$ cat src/shared/pwt_defs.svh
// Register offsets, field positions, reset values and widths of the pulse width timer.
// Assumes an 8-bit register port with byte offsets.
`ifndef PWT_DEFS_SVH
`define PWT_DEFS_SVH

// ==========================================
// Register offsets
`define PWT_OFS_CTRL_STATUS 3'h0
`define PWT_OFS_CONTROL 3'h1
`define PWT_OFS_POS_HIGH 3'h2
`define PWT_OFS_POS_LOW 3'h3
`define PWT_OFS_NEG_HIGH 3'h4
`define PWT_OFS_NEG_LOW 3'h5
`define PWT_OFS_CNT_HIGH 3'h6
`define PWT_OFS_CNT_LOW 3'h7

// ==========================================
// Control and status register fields
`define PWT_CS_EN 7
`define PWT_CS_IE 6
`define PWT_CS_RDYIE 5
`define PWT_CS_OVIE 4
`define PWT_CS_SR 3
`define PWT_CS_RDY 1
`define PWT_CS_OV 0

// ==========================================
// Control register fields
`define PWT_CR_CLKSEL 7
`define PWT_CR_PIN_HI 6
`define PWT_CR_PIN_LO 5
`define PWT_CR_EDGE_HI 4
`define PWT_CR_EDGE_LO 3
`define PWT_CR_DIV_HI 2
`define PWT_CR_DIV_LO 0

// ==========================================
// Reset values and edge modes
`define PWT_RST_BYTE 8'h00
`define PWT_RST_WORD 16'h0000
`define PWT_CNT_MAX 16'hFFFF
`define PWT_EDGE_FALL_PERIOD 2'h0
`define PWT_EDGE_RISE_FIRST 2'h1
`define PWT_EDGE_FALL_FIRST 2'h2
`define PWT_EDGE_RISE_PERIOD 2'h3

`endif

$ cat src/shared/pwt_pkg.sv
// Types of the pulse width timer: measurement states and the state records.
// Assumes the constants of pwt_defs.svh for the widths used elsewhere.
package pwt_pkg;

    // ==========================================
    // Measurement state
    typedef enum logic [1:0] {
        PWT_ST_WAIT = 2'b01,
        PWT_ST_RUN = 2'b10
    } pwt_state_t;

    // ==========================================
    // Main block state
    typedef struct packed {
        logic [7:0] cr;
        logic en;
        logic ie;
        logic rdyie;
        logic ovie;
        logic rdy;
        logic rdy_seen;
        logic ov;
        logic [15:0] cnt;
        logic [15:0] pos;
        logic [15:0] neg;
        logic [15:0] pos_buf;
        logic [15:0] neg_buf;
        logic [15:0] cnt_buf;
        logic lat;
        logic lat_low_first;
        pwt_state_t st;
        logic half;
        logic in_q;
        logic in_vld;
        logic clr;
        logic alt_s1;
        logic alt_s2;
        logic alt_s3;
        logic [7:0] rd_data;
        logic irq;
    } pwt_main_t;

    // ==========================================
    // Prescaler state
    typedef struct packed {
        logic [6:0] cnt;
    } pwt_pre_t;

endpackage : pwt_pkg

$ cat src/shared/pwt_pre_if.sv
// Link between the timer core and its clock prescaler.
// Assumes both ends run on the same bus clock.
`timescale 1ns/1ns
`default_nettype none

interface pwt_pre_if;
    logic src_tick;
    logic clear;
    logic [2:0] div;
    logic tick;

    modport ctl (output src_tick, output clear, output div, input tick);
    modport pre (input src_tick, input clear, input div, output tick);
endinterface : pwt_pre_if

`default_nettype wire

$ cat src/pwt_prescaler.sv
// Clock prescaler: divides the source tick enable by 2 to the power of div.
// Assumes src_tick is a one-cycle enable in the bus clock domain.
`timescale 1ns/1ns
`default_nettype none

module pwt_prescaler (
    input wire logic clk,
    input wire logic nrst,
    pwt_pre_if.pre pre
);
    pwt_pkg::pwt_pre_t s;
    pwt_pkg::pwt_pre_t n;
    logic [6:0] mask;

    // ==========================================
    // Divider
    always_comb begin
        n = s;
        mask = 7'h7F >> (3'h7 - pre.div); // RULE2
        if (pre.clear) begin
            n.cnt = 7'h00; // RULE4
        end else if (pre.src_tick) begin
            n.cnt = s.cnt + 7'h01;
        end
    end

    // Clear suppresses the tick so the restart cycle never counts twice
    assign pre.tick = pre.src_tick && !pre.clear && ((s.cnt & mask) == mask); // RULE2

    always_ff @(posedge clk) begin
        if (!nrst) begin
            s <= '0;
        end else begin
            s <= n;
        end
    end
endmodule : pwt_prescaler

`default_nettype wire

$ cat src/pwt_timer.sv
// Pulse width timer: 16-bit counter, edge capture, read buffers and register port.
// Assumes a byte-wide register port with read data one cycle after the read strobe.
//
// How it works
// [RULE1] 16-bit free-running counter on divided clock
// [RULE2] Prescaler divides by 1 to 128
// [RULE3] Clock source bus clock or alternative clock
// [RULE4] Measured edge captures counter, then restarts it
// [RULE5] Overflow flag on wrap to zero
// [RULE6] Mode 00: falling edges capture positive register
// [RULE7] Mode 11: rising edges capture negative register
// [RULE8] Mode 01: rising start, both edges capture
// [RULE9] Mode 10: falling start, both edges capture
// [RULE10] Two-bit select picks one of four inputs
// [RULE11] Ready flag set per edge mode pairing
// [RULE12] Ready copies widths into read buffers
// [RULE13] Buffers frozen while ready flag set
// [RULE14] Read then write 0 clears; set wins
// [RULE15] Counter byte read latches coherent 16 bits
// [RULE16] Latches restart on reset, soft reset, disable
// [RULE17] Debug halt freezes latch, reads live counter
// [RULE18] Counter cleared one cycle after capture
// [RULE19] Soft reset clears counter, widths, flags
// [RULE20] Disable acts as held soft reset
// [RULE21] Interrupt request gated by enables
// [RULE22] Software enables module after configuring
// [RULE23] Edge mode change needs soft reset
// [RULE24] Pulses shorter than one tick ignored
// [RULE25] Alternative clock synchronised, below quarter rate
//
// The implementer's own choice: strobed register access.
`include "pwt_defs.svh"
`timescale 1ns/1ns
`default_nettype none

module pwt_timer #(
    parameter int CNT_W = 16
) (
    input wire logic clk,
    input wire logic nrst,
    input wire logic [2:0] addr,
    input wire logic [7:0] wr_data,
    input wire logic wr_en,
    input wire logic rd_en,
    output logic [7:0] rd_data,
    input wire logic [3:0] pulse_input,
    input wire logic alternative_clock_input,
    input wire logic debug_halt_mode,
    output logic irq
);
    pwt_pkg::pwt_main_t s;
    pwt_pkg::pwt_main_t n;
    pwt_pre_if pre_link ();

    logic wr_cs;
    logic soft_clr;
    logic rdy_clr;
    logic tick;
    logic sampled;
    logic rise;
    logic fall;
    logic cap_pos;
    logic cap_neg;
    logic rdy_set;
    logic [1:0] edge_mode;
    logic [15:0] pos_n;
    logic [15:0] neg_n;

    pwt_prescaler u_pre (
        .clk(clk),
        .nrst(nrst),
        .pre(pre_link.pre)
    );

    // ==========================================
    // Prescaler link
    assign edge_mode = s.cr[`PWT_CR_EDGE_HI:`PWT_CR_EDGE_LO];
    assign wr_cs = wr_en && (addr == `PWT_OFS_CTRL_STATUS);
    assign soft_clr = (wr_cs && wr_data[`PWT_CS_SR]) || !s.en; // RULE19 RULE20
    // Alternative clock counts on its synchronised rising edge, hence the quarter-rate limit
    assign pre_link.src_tick = s.en && !debug_halt_mode &&
        (s.cr[`PWT_CR_CLKSEL] ? (s.alt_s2 && !s.alt_s3) : 1'b1); // RULE3 RULE25
    assign pre_link.clear = s.clr || soft_clr; // RULE18
    assign pre_link.div = s.cr[`PWT_CR_DIV_HI:`PWT_CR_DIV_LO];
    assign tick = pre_link.tick;

    // ==========================================
    // Edge detection, sampled on the divided clock
    assign sampled = pulse_input[s.cr[`PWT_CR_PIN_HI:`PWT_CR_PIN_LO]]; // RULE10
    // Edges count only once a first tick has taken the level, so a restart never sees a false edge
    assign rise = tick && s.in_vld && sampled && !s.in_q; // RULE24
    assign fall = tick && s.in_vld && !sampled && s.in_q; // RULE24
    assign cap_pos = (s.st == pwt_pkg::PWT_ST_RUN) && fall &&
        (edge_mode != `PWT_EDGE_RISE_PERIOD); // RULE6 RULE8 RULE9
    assign cap_neg = (s.st == pwt_pkg::PWT_ST_RUN) && rise &&
        (edge_mode != `PWT_EDGE_FALL_PERIOD); // RULE7 RULE8 RULE9
    assign rdy_clr = wr_cs && !wr_data[`PWT_CS_RDY] && s.rdy && s.rdy_seen; // RULE14
    assign pos_n = cap_pos ? s.cnt : s.pos;
    assign neg_n = cap_neg ? s.cnt : s.neg;

    always_comb begin
        rdy_set = 1'b0;
        case (edge_mode)
            `PWT_EDGE_FALL_PERIOD: begin
                rdy_set = cap_pos; // RULE11
            end
            `PWT_EDGE_RISE_PERIOD: begin
                rdy_set = cap_neg; // RULE11
            end
            `PWT_EDGE_RISE_FIRST: begin
                rdy_set = cap_neg && s.half; // RULE11
            end
            `PWT_EDGE_FALL_FIRST: begin
                rdy_set = cap_pos && s.half; // RULE11
            end
            default: begin
                rdy_set = 1'b0;
            end
        endcase
    end

    // ==========================================
    // Next state
    always_comb begin
        n = s;
        n.alt_s1 = alternative_clock_input; // RULE25
        n.alt_s2 = s.alt_s1;
        n.alt_s3 = s.alt_s2;
        n.rd_data = `PWT_RST_BYTE;
        n.clr = 1'b0;

        // Register writes
        if (wr_cs) begin
            n.en = wr_data[`PWT_CS_EN];
            n.ie = wr_data[`PWT_CS_IE];
            n.rdyie = wr_data[`PWT_CS_RDYIE];
            n.ovie = wr_data[`PWT_CS_OVIE];
            if (rdy_clr) begin
                n.rdy = 1'b0; // RULE14
                n.rdy_seen = 1'b0;
            end
            if (!wr_data[`PWT_CS_OV]) begin
                n.ov = 1'b0;
            end
        end
        if (wr_en && (addr == `PWT_OFS_CONTROL)) begin
            n.cr = wr_data;
        end

        // Register reads
        if (rd_en) begin
            case (addr)
                `PWT_OFS_CTRL_STATUS: begin
                    n.rd_data = {s.en, s.ie, s.rdyie, s.ovie, 2'h0, s.rdy, s.ov};
                    if (s.rdy) begin
                        n.rdy_seen = 1'b1;
                    end
                end
                `PWT_OFS_CONTROL: begin
                    n.rd_data = s.cr;
                end
                `PWT_OFS_POS_HIGH: begin
                    n.rd_data = s.pos_buf[15:8]; // RULE12
                end
                `PWT_OFS_POS_LOW: begin
                    n.rd_data = s.pos_buf[7:0]; // RULE12
                end
                `PWT_OFS_NEG_HIGH: begin
                    n.rd_data = s.neg_buf[15:8]; // RULE12
                end
                `PWT_OFS_NEG_LOW: begin
                    n.rd_data = s.neg_buf[7:0]; // RULE12
                end
                `PWT_OFS_CNT_HIGH, `PWT_OFS_CNT_LOW: begin
                    if (debug_halt_mode) begin
                        n.rd_data = addr[0] ? s.cnt[7:0] : s.cnt[15:8]; // RULE17
                    end else if (!s.lat) begin
                        n.rd_data = addr[0] ? s.cnt[7:0] : s.cnt[15:8]; // RULE15
                        n.cnt_buf = s.cnt;
                        n.lat = 1'b1;
                        n.lat_low_first = addr[0];
                    end else begin
                        n.rd_data = addr[0] ? s.cnt_buf[7:0] : s.cnt_buf[15:8]; // RULE15
                        if (addr[0] != s.lat_low_first) begin
                            n.lat = 1'b0;
                        end
                    end
                end
                default: begin
                    n.rd_data = `PWT_RST_BYTE;
                end
            endcase
        end

        // Measurement
        if (soft_clr) begin
            n.cnt = `PWT_RST_WORD; // RULE16 RULE19 RULE20
            n.cnt_buf = `PWT_RST_WORD;
            n.lat = 1'b0;
            n.lat_low_first = 1'b0;
            n.pos = `PWT_RST_WORD;
            n.neg = `PWT_RST_WORD;
            n.pos_buf = `PWT_RST_WORD;
            n.neg_buf = `PWT_RST_WORD;
            n.rdy = 1'b0;
            n.rdy_seen = 1'b0;
            n.ov = 1'b0;
            n.st = pwt_pkg::PWT_ST_WAIT;
            n.half = 1'b0;
            n.in_q = 1'b0;
            n.in_vld = 1'b0;
        end else begin
            if (s.clr) begin
                n.cnt = `PWT_RST_WORD; // RULE18
            end else if (tick) begin
                n.cnt = s.cnt + 16'h0001; // RULE1
                if (s.cnt == `PWT_CNT_MAX) begin
                    n.ov = 1'b1; // RULE5
                end
            end
            if (tick) begin
                n.in_q = sampled;
                n.in_vld = 1'b1;
            end
            case (s.st)
                pwt_pkg::PWT_ST_WAIT: begin
                    // The input level before the first tick is unknown, so wait for a real edge
                    if ((rise && (edge_mode == `PWT_EDGE_RISE_PERIOD || edge_mode == `PWT_EDGE_RISE_FIRST)) ||
                        (fall && (edge_mode == `PWT_EDGE_FALL_PERIOD || edge_mode == `PWT_EDGE_FALL_FIRST))) begin
                        n.st = pwt_pkg::PWT_ST_RUN; // RULE6 RULE7 RULE8 RULE9
                        n.clr = 1'b1;
                    end
                end
                pwt_pkg::PWT_ST_RUN: begin
                    if (cap_pos || cap_neg) begin
                        n.pos = pos_n; // RULE4
                        n.neg = neg_n;
                        n.clr = 1'b1; // RULE18
                        n.half = rdy_set ? 1'b0 :
                            ((edge_mode == `PWT_EDGE_RISE_FIRST) ? cap_pos : cap_neg);
                    end
                end
                default: begin
                    n.st = pwt_pkg::PWT_ST_WAIT;
                end
            endcase
            if (rdy_set) begin
                n.rdy = 1'b1; // RULE11 RULE14
                n.rdy_seen = 1'b0;
                if (!s.rdy || rdy_clr) begin
                    n.pos_buf = pos_n; // RULE12 RULE13 RULE14
                    n.neg_buf = neg_n;
                end
            end
        end

        n.irq = n.ie && ((n.ov && n.ovie) || (n.rdy && n.rdyie)); // RULE21
    end

    // ==========================================
    // State register
    always_ff @(posedge clk) begin
        if (!nrst) begin
            s <= '0;
            s.st <= pwt_pkg::PWT_ST_WAIT;
        end else begin
            s <= n;
        end
    end

    assign rd_data = s.rd_data;
    assign irq = s.irq;
endmodule : pwt_timer

`default_nettype wire

$ cat config.mk
export PLATFORM = sky130hd
export DESIGN_NAME = pwt_timer
export DESIGN_NICKNAME = d
export VERILOG_FILES = /design/src/shared/pwt_pkg.sv /design/src/shared/pwt_pre_if.sv /design/src/pwt_prescaler.sv /design/src/pwt_timer.sv
export VERILOG_INCLUDE_DIRS = /design/src /design/src/shared
export SDC_FILE = /design/constraint.sdc
export NUM_CORES = 1
export LEC_CHECK = 0
export BUFFER_PORTS_ARGS = -buffer_cell sky130_fd_sc_hd__buf_2
export CORE_UTILIZATION = 58
export DETAILED_ROUTE_END_ITERATION = 8
export PLACE_DENSITY = 0.76
export SYNTH_ARGS = -nofsm -noshare
export SYNTH_HDL_FRONTEND = slang
export SYNTH_HIERARCHICAL = 1
export SYNTH_SLANG_ARGS = --single-unit
$ cat constraint.sdc
create_clock -name clk -period 3.15 [get_ports clk]
set_clock_uncertainty 0.15 [all_clocks]
set_input_delay 0.1575 -clock clk [delete_from_list [all_inputs] [get_ports clk]]
set_output_delay 0.1575 -clock clk [all_outputs]
set_load 0.05 [all_outputs]
Yosys cells after proc, flatten, opt, wreduce, memory -nomap -nowiden --
Cells that the tools add are included.
Cells by class: add/subtract/negate cells 3, order comparisons 1, equality and inequality tests 17, shifts and indexed selects 1, multiplexer cells 36, bitwise gates (word level) 5, reductions and logical operators 57
Operators by type and width (number):
- two-way mux 32 bit | 4
- two-way mux 83 bit | 1
- one-hot mux 8 bit (7 select lines) | 1
- two-way mux 16 bit | 3
- two-way mux 8 bit | 4
- logical AND 1 bit | 27
- two-way mux 17 bit | 1
- adder 16 x 1 -> 16 bit, second input constant | 1
- equality test 16 bit, second input constant | 1
- two-way mux 1 bit | 14
- equality test 3 bit, second input constant | 4
- logical NOT 1 bit | 8
- logical OR 1 bit | 8
- AND reduction 2 bit | 4
- adder 7 x 1 -> 7 bit, second input constant | 1
- AND 7 bit | 1
- equality test 7 bit | 1
- right shift 7 x 3 -> 7 bit, first input constant | 1
- equality test 2 bit, second input constant | 3
- equality test 3 x 2 -> 1 bit, second input constant | 2
- two-way mux 2 bit | 3
- two-way mux 6 bit | 1
- OR reduction 2 bit | 3
- OR reduction 3 bit | 2
- 16 further kinds | 21
Storage, ports and cells: register bits 138, input bits 21, output and inout bits 9

Depth between registers and ports, before layout --
Gate-level depths: netlist of the first run.
depth after elaboration 20, depth in mapped cells 12

By module --
Netlist of the first run, hierarchy kept.
Modules (own cells, without submodules):
- pwt_timer | instances 1, cells each 703, area an instance 6322.3 um^2
- pwt_prescaler | instances 1, cells each 41, area an instance 347.8 um^2

Worst setup path after synthesis of the first run --
OpenSTA, ideal clock, no wires.
kind input to register, start input port addr[0], end register s, in the netlist irq, library setup time 88 ps, arrival time 2526 ps, data required time 2912 ps, setup slack 386 ps, cell stages on the path 11, path buffers 2, cell sequence buf_2 -> nor4b_4 -> a21oi_1 -> nand2_1 -> nand3b_1 -> a221oi_1 -> buf_4 -> nand3_1 -> or4_1 -> and3_1 -> o32ai_2
Between the ends: word-level cells in the longest chain between the ends 20, elaborated cells between the ends (all ways) 34
RTL lines:
- from (decl) | RTL line pwt_timer.sv:41 | input wire logic [2:0] addr,
- logical NOT 3 bit *
- logical AND 1 bit * | RTL line pwt_timer.sv:78 | assign wr_cs = wr_en && (addr == `PWT_OFS_CTRL_STATUS);
- logical AND 1 bit * | RTL line pwt_timer.sv:79 | assign soft_clr = (wr_cs && wr_data[`PWT_CS_SR]) || !s.en;
- logical OR 1 bit * | RTL line pwt_timer.sv:79
- logical OR 1 bit * | RTL line pwt_timer.sv:83 | assign pre_link.clear = s.clr || soft_clr;
- net pre_link.clear | RTL line pwt_pre_if.sv:8 | logic clear;
- logical NOT 1 bit * | RTL line pwt_prescaler.sv:28 | assign pre.tick = pre.src_tick && !pre.clear && ((s.cnt & mask) == mask);
- logical AND 1 bit * (2 in a row) | RTL line pwt_prescaler.sv:28
- net pre_link.tick | RTL line pwt_pre_if.sv:10 | logic tick;
- [... 3 more ...]
- logical AND 1 bit (on tied branches) (2 in a row) | RTL line pwt_timer.sv:93, pwt_timer.sv:95
- logical AND 1 bit (on tied branches) | RTL line pwt_timer.sv:114, pwt_timer.sv:111
- one-hot mux 1 bit (4 select lines) | RTL line pwt_timer.sv:103 | case (edge_mode)
- two-way mux 2 bit | RTL line pwt_timer.sv:247 | if (rdy_set) begin
- two-way mux 83 bit * | RTL line pwt_timer.sv:196 | if (soft_clr) begin
- logical AND 1 bit | RTL line pwt_timer.sv:257 | n.irq = n.ie && ((n.ov && n.ovie) || (n.rdy && n.rdyie));
- logical OR 1 bit * | RTL line pwt_timer.sv:257
- logical AND 1 bit * | RTL line pwt_timer.sv:257
- to (signal assigned) | RTL line pwt_timer.sv:267 | s <= n;
- to (decl) | RTL line pwt_timer.sv:51 | pwt_pkg::pwt_main_t s;
The timed path passes the listed nets; every way through them passes the cells marked *. A chain may end at the register's enable or synchronous reset.

Final worst setup path of the first run --
start input port wr_data[3], end register s, in the netlist irq
Between the ends: word-level cells in the longest chain between the ends 18, elaborated cells between the ends (all ways) 26
RTL lines:
- from (decl) | RTL line pwt_timer.sv:42 | input wire logic [7:0] wr_data,
- logical AND 1 bit * | RTL line pwt_timer.sv:79
- logical OR 1 bit * | RTL line pwt_timer.sv:79
- logical OR 1 bit * | RTL line pwt_timer.sv:83
- net pre_link.clear | RTL line pwt_pre_if.sv:8
- logical NOT 1 bit * | RTL line pwt_prescaler.sv:28
- logical AND 1 bit * (2 in a row) | RTL line pwt_prescaler.sv:28
- net pre_link.tick | RTL line pwt_pre_if.sv:10
- logical AND 1 bit | RTL line pwt_timer.sv:91, pwt_timer.sv:92
- logical AND 1 bit (on tied branches) (2 in a row) | RTL line pwt_timer.sv:92, pwt_timer.sv:91
- logical AND 1 bit (on tied branches) (2 in a row) | RTL line pwt_timer.sv:93, pwt_timer.sv:95
- logical AND 1 bit (on tied branches) | RTL line pwt_timer.sv:114, pwt_timer.sv:111
- one-hot mux 1 bit (4 select lines) | RTL line pwt_timer.sv:103
- two-way mux 2 bit | RTL line pwt_timer.sv:247
- two-way mux 83 bit * | RTL line pwt_timer.sv:196
- logical AND 1 bit | RTL line pwt_timer.sv:257
- logical OR 1 bit * | RTL line pwt_timer.sv:257
- logical AND 1 bit * | RTL line pwt_timer.sv:257
Marks and branches as above.

==> summary.txt, run 1 <==
Global route
  • Grt ovf: 0
  • GRT Total Usage: 31.38%
  • Vias in the first global route: 5,480
  • First-pass GRT wire length: 27,860 µm
  • Largest net degree at the start of global routing: 58
  • Initial antenna violation count: 1

Detailed routing
  • Final ANT Viol Nets: 0
  • Wire length on met1: 7532 µm
  • Top sig layer: met5
  • Vias per inst: 6.150
  • DRC Markers: 0
  • Initial DRC Count: 465
  • Met3 wire len: 1382 µm
  • DR pass1 iterations: 8
  • Final WL: 17,340 µm
  • Met2 WL post-DR: 7842 µm
  • Via count: 5,621
  • DR WL/cell: 18.97 µm

Logic synthesis
  • EDFF count, synth: 0
  • Synth warn: 6
  • Seq/Total Area, Yosys: 41.42%
  • Mapped Area: 6670 µm²
  • Async SR Flop Fraction: 0%
  • Main flop type after synthesis: dfxtp_1
  • Synth Net Count: 773
  • Synth Register Bits: 138
  • Main area contributors after synthesis: dfxtp_1 (41%), mux2i_1 (11%), inv_1 (4.2%), o21ai_0 (3.9%), nand2_1 (3.3%)
  • Area leader, netlist: dfxtp_1
  • Yosys top cell area share: 41.42%
  • Syn_area_per_cell: 8.965 µm²
  • Syn Inst Count: 744
  • Count of cell types in the netlist: 63

Timing
  • Setup TNS: 0 ns
  • RSZ-0062 raised after global routing: no
  • Setup violation total in the final timing report: 0
  • Slew Viols, Final: 0
  • Fin. Hold Viols: 0
  • Max-slew headroom: 38.46%
  • Slew @ Worst Pin: 0.9209 ns
  • Final period util: 90.79%
  • Tmin final: 2.860 ns
  • Max Clk Rate: 349.7 MHz

Placed design
  • HPWL Detailed: 11,540 µm
  • Cell Area, Placed: 6837 µm²
  • Gp weighted congestion: 0.9178
  • IO Port Bufs: 29

Outcome
  • Status: complete, no violations

Die
  • FP Rows: 38
  • Full die area: 11,930 µm²
  • CORE AREA: 11,030 µm²
  • Die X: 109.2 µm
  • Die Y: 109.2 µm
  • Starting Density: 60.47%
  • IO Count: 30

Clock network
  • Clock sinks: 138
  • Clock buffer depth: 2
  • Cts hold-fix bufs: 15
  • TritonCTS buffer count: 17
  • CTS tree: done
  • CTS H-tree lvls: 4
  • Clock transition at path regs: 0.06 ns
  • Clk_lat worst skew: 0.43 ns
  • Cts repair resizes: 0
  • Post-CTS setup buffers: 0
  • Root Buffer: clkbuf_16

Worst setup path
  • Crit start category: input pin
  • CP max stage delay: 0.59 ns
  • CP max stage cell: or4_1
  • Worst path bufs/invs: 3
  • Crit. Startpoint: wr_data[3]
  • WP data required: 3.34 ns
  • Setup Crit Path Kind: input pin to register
  • Crit-path max FO: 11
  • Worst EP arrival: 3.05 ns
  • CP cell instances: dlygate4sd3_1, buf_2, a21oi_1, nand2_1, nand3b_1, a221oi_1, buf_4, nand3_1, or4_1, and3_1, o32ai_2
  • Critical Path End Type: register
  • Worst path top cell family by delay: simple AND/OR/NAND/NOR gates
  • Worst r2r src: n[9]

Finish
  • Filler cells: 833
  • Most frequent cells in the layout: dfxtp_1 (138), inv_1 (74), mux2i_1 (70)
  • Most common cell after layout, fill and taps aside: dfxtp_1
  • Post-route cell area: 7625 µm²
  • Antenna Cells: 0
  • Final #Nets: 790
  • Layout cell share with drive strength beyond 1: 13.05%
  • Area growth from synthesis to layout: 14.31%

Power and ir drop
  • Power Density: 532.3 nW/µm²
  • Peak supply drop: 0.0006025 V
  • Leakage: 3.088 nW

Flow run
  • MaxCap Viol Count: 0

Min path
  • Hold path start: debug_halt_mode
  • Hold Crit Class: input pin to register
layout make-up:
cell class                 count  area [µm²]  area share [%]
multi-input combinational    468        3319           43.53
sequential                   138        2763           36.23
clock buffer                  21       470.5           6.170
timing repair buffer          61       447.9           5.875
inverter                      75       281.5           3.692
tap                          140       175.2           2.297
clock inverter                11       167.7           2.199
worst paths after layout:
check | to | slack (ns) | depth (start not counted)
worst max register to register | irq | 0.39 | 10
worst max-delay path | irq | 0.29 | 11
worst min-delay path | s[19] | 0.02 | 3
worst min register to register | n[9] | 0.28 | 1
power breakdown:
part / total, W / switching, W / internal (W)
clock: 0.00213 / 0.000751 / 0.00138
combinational: 0.000166 / 0.000108 / 0.0000587
sequential: 0.00176 / 0.00000582 / 0.00175
total: 0.00406 / 0.000865 / 0.00319
cell usage after synthesis, types with 14 or more instances:
cell type	count
dfxtp_1	138
mux2i_1	70
o31a_1	16
nor2b_1	16
o21ai_0	52
xnor2_1	14
nand2_1	59
and4_1	20
nor4_1	18
clkbuf_1	40
nor2_1	48
a31oi_1	19
inv_1	74
cells by family after synthesis:
| family | count (synthesis) | synth area share, % |
|---|---|---|
| flip-flops | 138 | 41.42 |
| multiplexers | 85 | 14.05 |
| AND/OR/NAND/NOR | 221 | 18.16 |
| buffers and inverters | 138 | 9.023 |
| AO/OA/AOI/OAI | 137 | 13.62 |
| adder cells (fa/ha/maj) | 8 | 1.501 |
| XOR/XNOR | 17 | 2.232 |
stage by stage:
step,hold WS (ns),utilization [%],total power (W),std cells,worst slack [ns]
CTS,0.001511,69.12,0.004076,914,0.3287
detailed placement,0.2464,61.98,0.001946,867,0.3610
global placement,0.2321,61.98,0.001942,867,0.3984
global route,0.03751,69.12,0.004177,914,0.08014
floorplan,0.1348,-,0.001899,744,0.3862
finish,0.01683,69.12,0.004059,914,0.2902
sequential cells by signal, summed over array words and instances (netlist names):
register / count
n: 2
u_pre/s: 7
irq: 1
s: 115
rd_data: 8
pre_link.div: 3
edge_mode: 2
worst register-to-register path, cell delays in order (launching register included):
cell      delay (ns)
dfxtp_1         0.32
inv_1           0.03
o21ai_0         0.14
and3b_1         0.21
nand3b_1        0.10
a221oi_1        0.23
buf_4           0.23
nand3_1         0.20
or4_1           0.59
and3_1          0.21
o32ai_2         0.26
metal layers:
| layer | up-vias | track usage, % |
|---|---|---|
| met5 | - | 0 |
| met4 | 2 | 17.81 |
| met3 | 51 | 9.384 |
| met2 | 243 | 48.07 |
| met1 | 2694 | 39.19 |
| li1 | 2631 | - |
No activity file was read; power rests on OpenSTA's default activity.
==> run 2, diff against run 1 <==
- CORE_ASPECT_RATIO: unset -> 0.75
==> summary.txt, run 2 (synthesis gave the netlist of run 1 again) <==
Min path
  • Hold Crit Class: input pin to register
  • Hold path start: rd_en

Finish
  • Filler cells: 846
  • Area growth from synthesis to layout: 14.61%
  • Layout cell share with drive strength beyond 1: 13.55%
  • Most common cell after layout, fill and taps aside: dfxtp_1
  • Final #Nets: 791
  • Number of flip-flops under the largest register name: 115
  • Largest Register: s
  • Multi-input combinational cell area: 3326 µm²
  • Post-route cell area: 7645 µm²
  • Post-layout instance count excluding filler cells: 916
  • Register area: 2763 µm²
  • Most frequent cells in the layout: dfxtp_1 (138), inv_1 (74), mux2i_1 (70)

Power and ir drop
  • PnR Total Power: 0.004141 W
  • Power Density: 541.6 nW/µm²
  • Peak supply drop: 0.0004450 V
  • Leakage: 3.106 nW

Die
  • CORE AREA: 11,070 µm²
  • Starting Density: 60.28%
  • Full die area: 11,940 µm²
  • Die X: 125.8 µm
  • Die Y: 94.87 µm
  • IO Count: 30
  • FP Rows: 33

Worst setup path
  • Worst EP arrival: 3.18 ns
  • Crit. Startpoint: wr_data[3]
  • CP cell instances: dlygate4sd3_1, buf_2, a21oi_1, nand2_1, nand3b_1, a221oi_1, buf_4, nand3_1, buf_4, nor4_1, o21ai_0, mux2i_1
  • Critical Path End Type: register
  • Most frequent CP cell: buf_4
  • Crit-path max FO: 11
  • Register-to-register setup slack: 0.25 ns
  • Worst path top cell family by delay: buffers and inverters
  • CP max stage cell: dlygate4sd3_1
  • WP data required: 3.34 ns
  • CP max stage delay: 0.53 ns
  • Crit start category: input pin
  • Worst path bufs/invs: 4
  • Worst r2r src: n[9]
  • Setup Crit Path Kind: input pin to register

Flow run
  • MaxCap Viol Count: 0

Timing
  • Max Clk Rate: 334.2 MHz
  • Final period util: 94.99%
  • Slew @ Worst Pin: 0.9499 ns
  • RSZ-0062 raised after global routing: no
  • Slew Viols, Final: 0
  • Fin. Hold Viols: 0
  • Hold slack: 0.04644 ns
  • Max-slew headroom: 36.33%
  • Tmin final: 2.992 ns
  • Setup violation total in the final timing report: 0
  • Setup TNS: 0 ns

Clock network
  • Clock sinks: 138
  • CTS H-tree lvls: 4
  • TritonCTS buffer count: 17
  • Post-CTS setup buffers: 0
  • Clock buffer depth: 2
  • CTS tree: done
  • Clock transition at path regs: 0.06 ns
  • Clk_lat worst skew: 0.42 ns
  • Root Buffer: clkbuf_16

Detailed routing
  • Final WL: 17,790 µm
  • Via count: 5,642
  • DRC Markers: 0
  • DR WL/cell: 19.42 µm
  • DR pass1 iterations: 6
  • Vias per inst: 6.159
  • Initial DRC Count: 562
  • Final ANT Viol Nets: 0

Global route
  • GRT Total Usage: 31.38%
  • First-pass GRT wire length: 28,680 µm
  • Grt ovf: 0
  • Vias in the first global route: 5,433
  • Largest net degree at the start of global routing: 66
  • Initial antenna violation count: 0

Placed design
  • Cell Area, Placed: 6839 µm²
  • Placed Cells incl. Taps: 869
  • Gp weighted congestion: 0.9238
  • HPWL Detailed: 11,440 µm
  • IO Port Bufs: 29

Outcome
  • Status: complete, no violations
run 2: layout make-up:
cell class              instances  share of cell area (%)
inverters                      75                   3.682
well taps                     140                   2.291
repair buffers                 62                   5.761
clock inverters                14                   2.848
flip-flops and latches        138                   36.14
clock buffers                  18                   5.745
multi-input cells             468                   43.50
diodes                          1                 0.03273
run 2: per-stage QoR:
| stage | worst slack (ns) | utilization [%] |
|---|---|---|
| after floorplan | 0.3862 | - |
| after global placement | 0.3315 | 61.80 |
| after detailed placement | 0.2586 | 61.80 |
| after CTS | 0.2356 | 69.01 |
| after global routing | 0.001494 | 69.06 |
| final | 0.1579 | 69.09 |
run 2: power breakdown:
group          leakage [nW]  internal (W)  switching [W]  total [W]
sequential             1.11       0.00175     0.00000584    0.00176
combinational          1.68     0.0000591       0.000109   0.000168
clock                 0.313       0.00143       0.000783    0.00221
run 2: path summary, 6_finish.rpt:
path | endpoint | cells after the start
max | s[54] | 12
min | s[117] | 3
max reg2reg | s[54] | 11
min reg2reg | s[64] | 2
run 2: worst register-to-register path, cell delays in order, from the launching register on:
cell	delay [ns]
dfxtp_1	0.33
inv_1	0.04
o21ai_0	0.14
and3b_1	0.20
nand3b_1	0.08
a221oi_1	0.25
buf_4	0.27
nand3_1	0.21
buf_4	0.23
nor4_1	0.53
o21ai_0	0.24
mux2i_1	0.17
run 2: metal layers:
metal,up-vias,track usage (%),routed length (µm)
li1,2628,-,-
met1,2715,41.80,7869
met2,263,48.01,7859
met3,36,10.14,1737
met4,0,10.94,321
met5,-,0,0
run 2: what timing repair did:
action,4_1_cts,5_1_grt
hold buffers,14,0
endpoints found under the setup margin,0,1
endpoints found under the hold margin,15,0
gates resized for setup,0,1
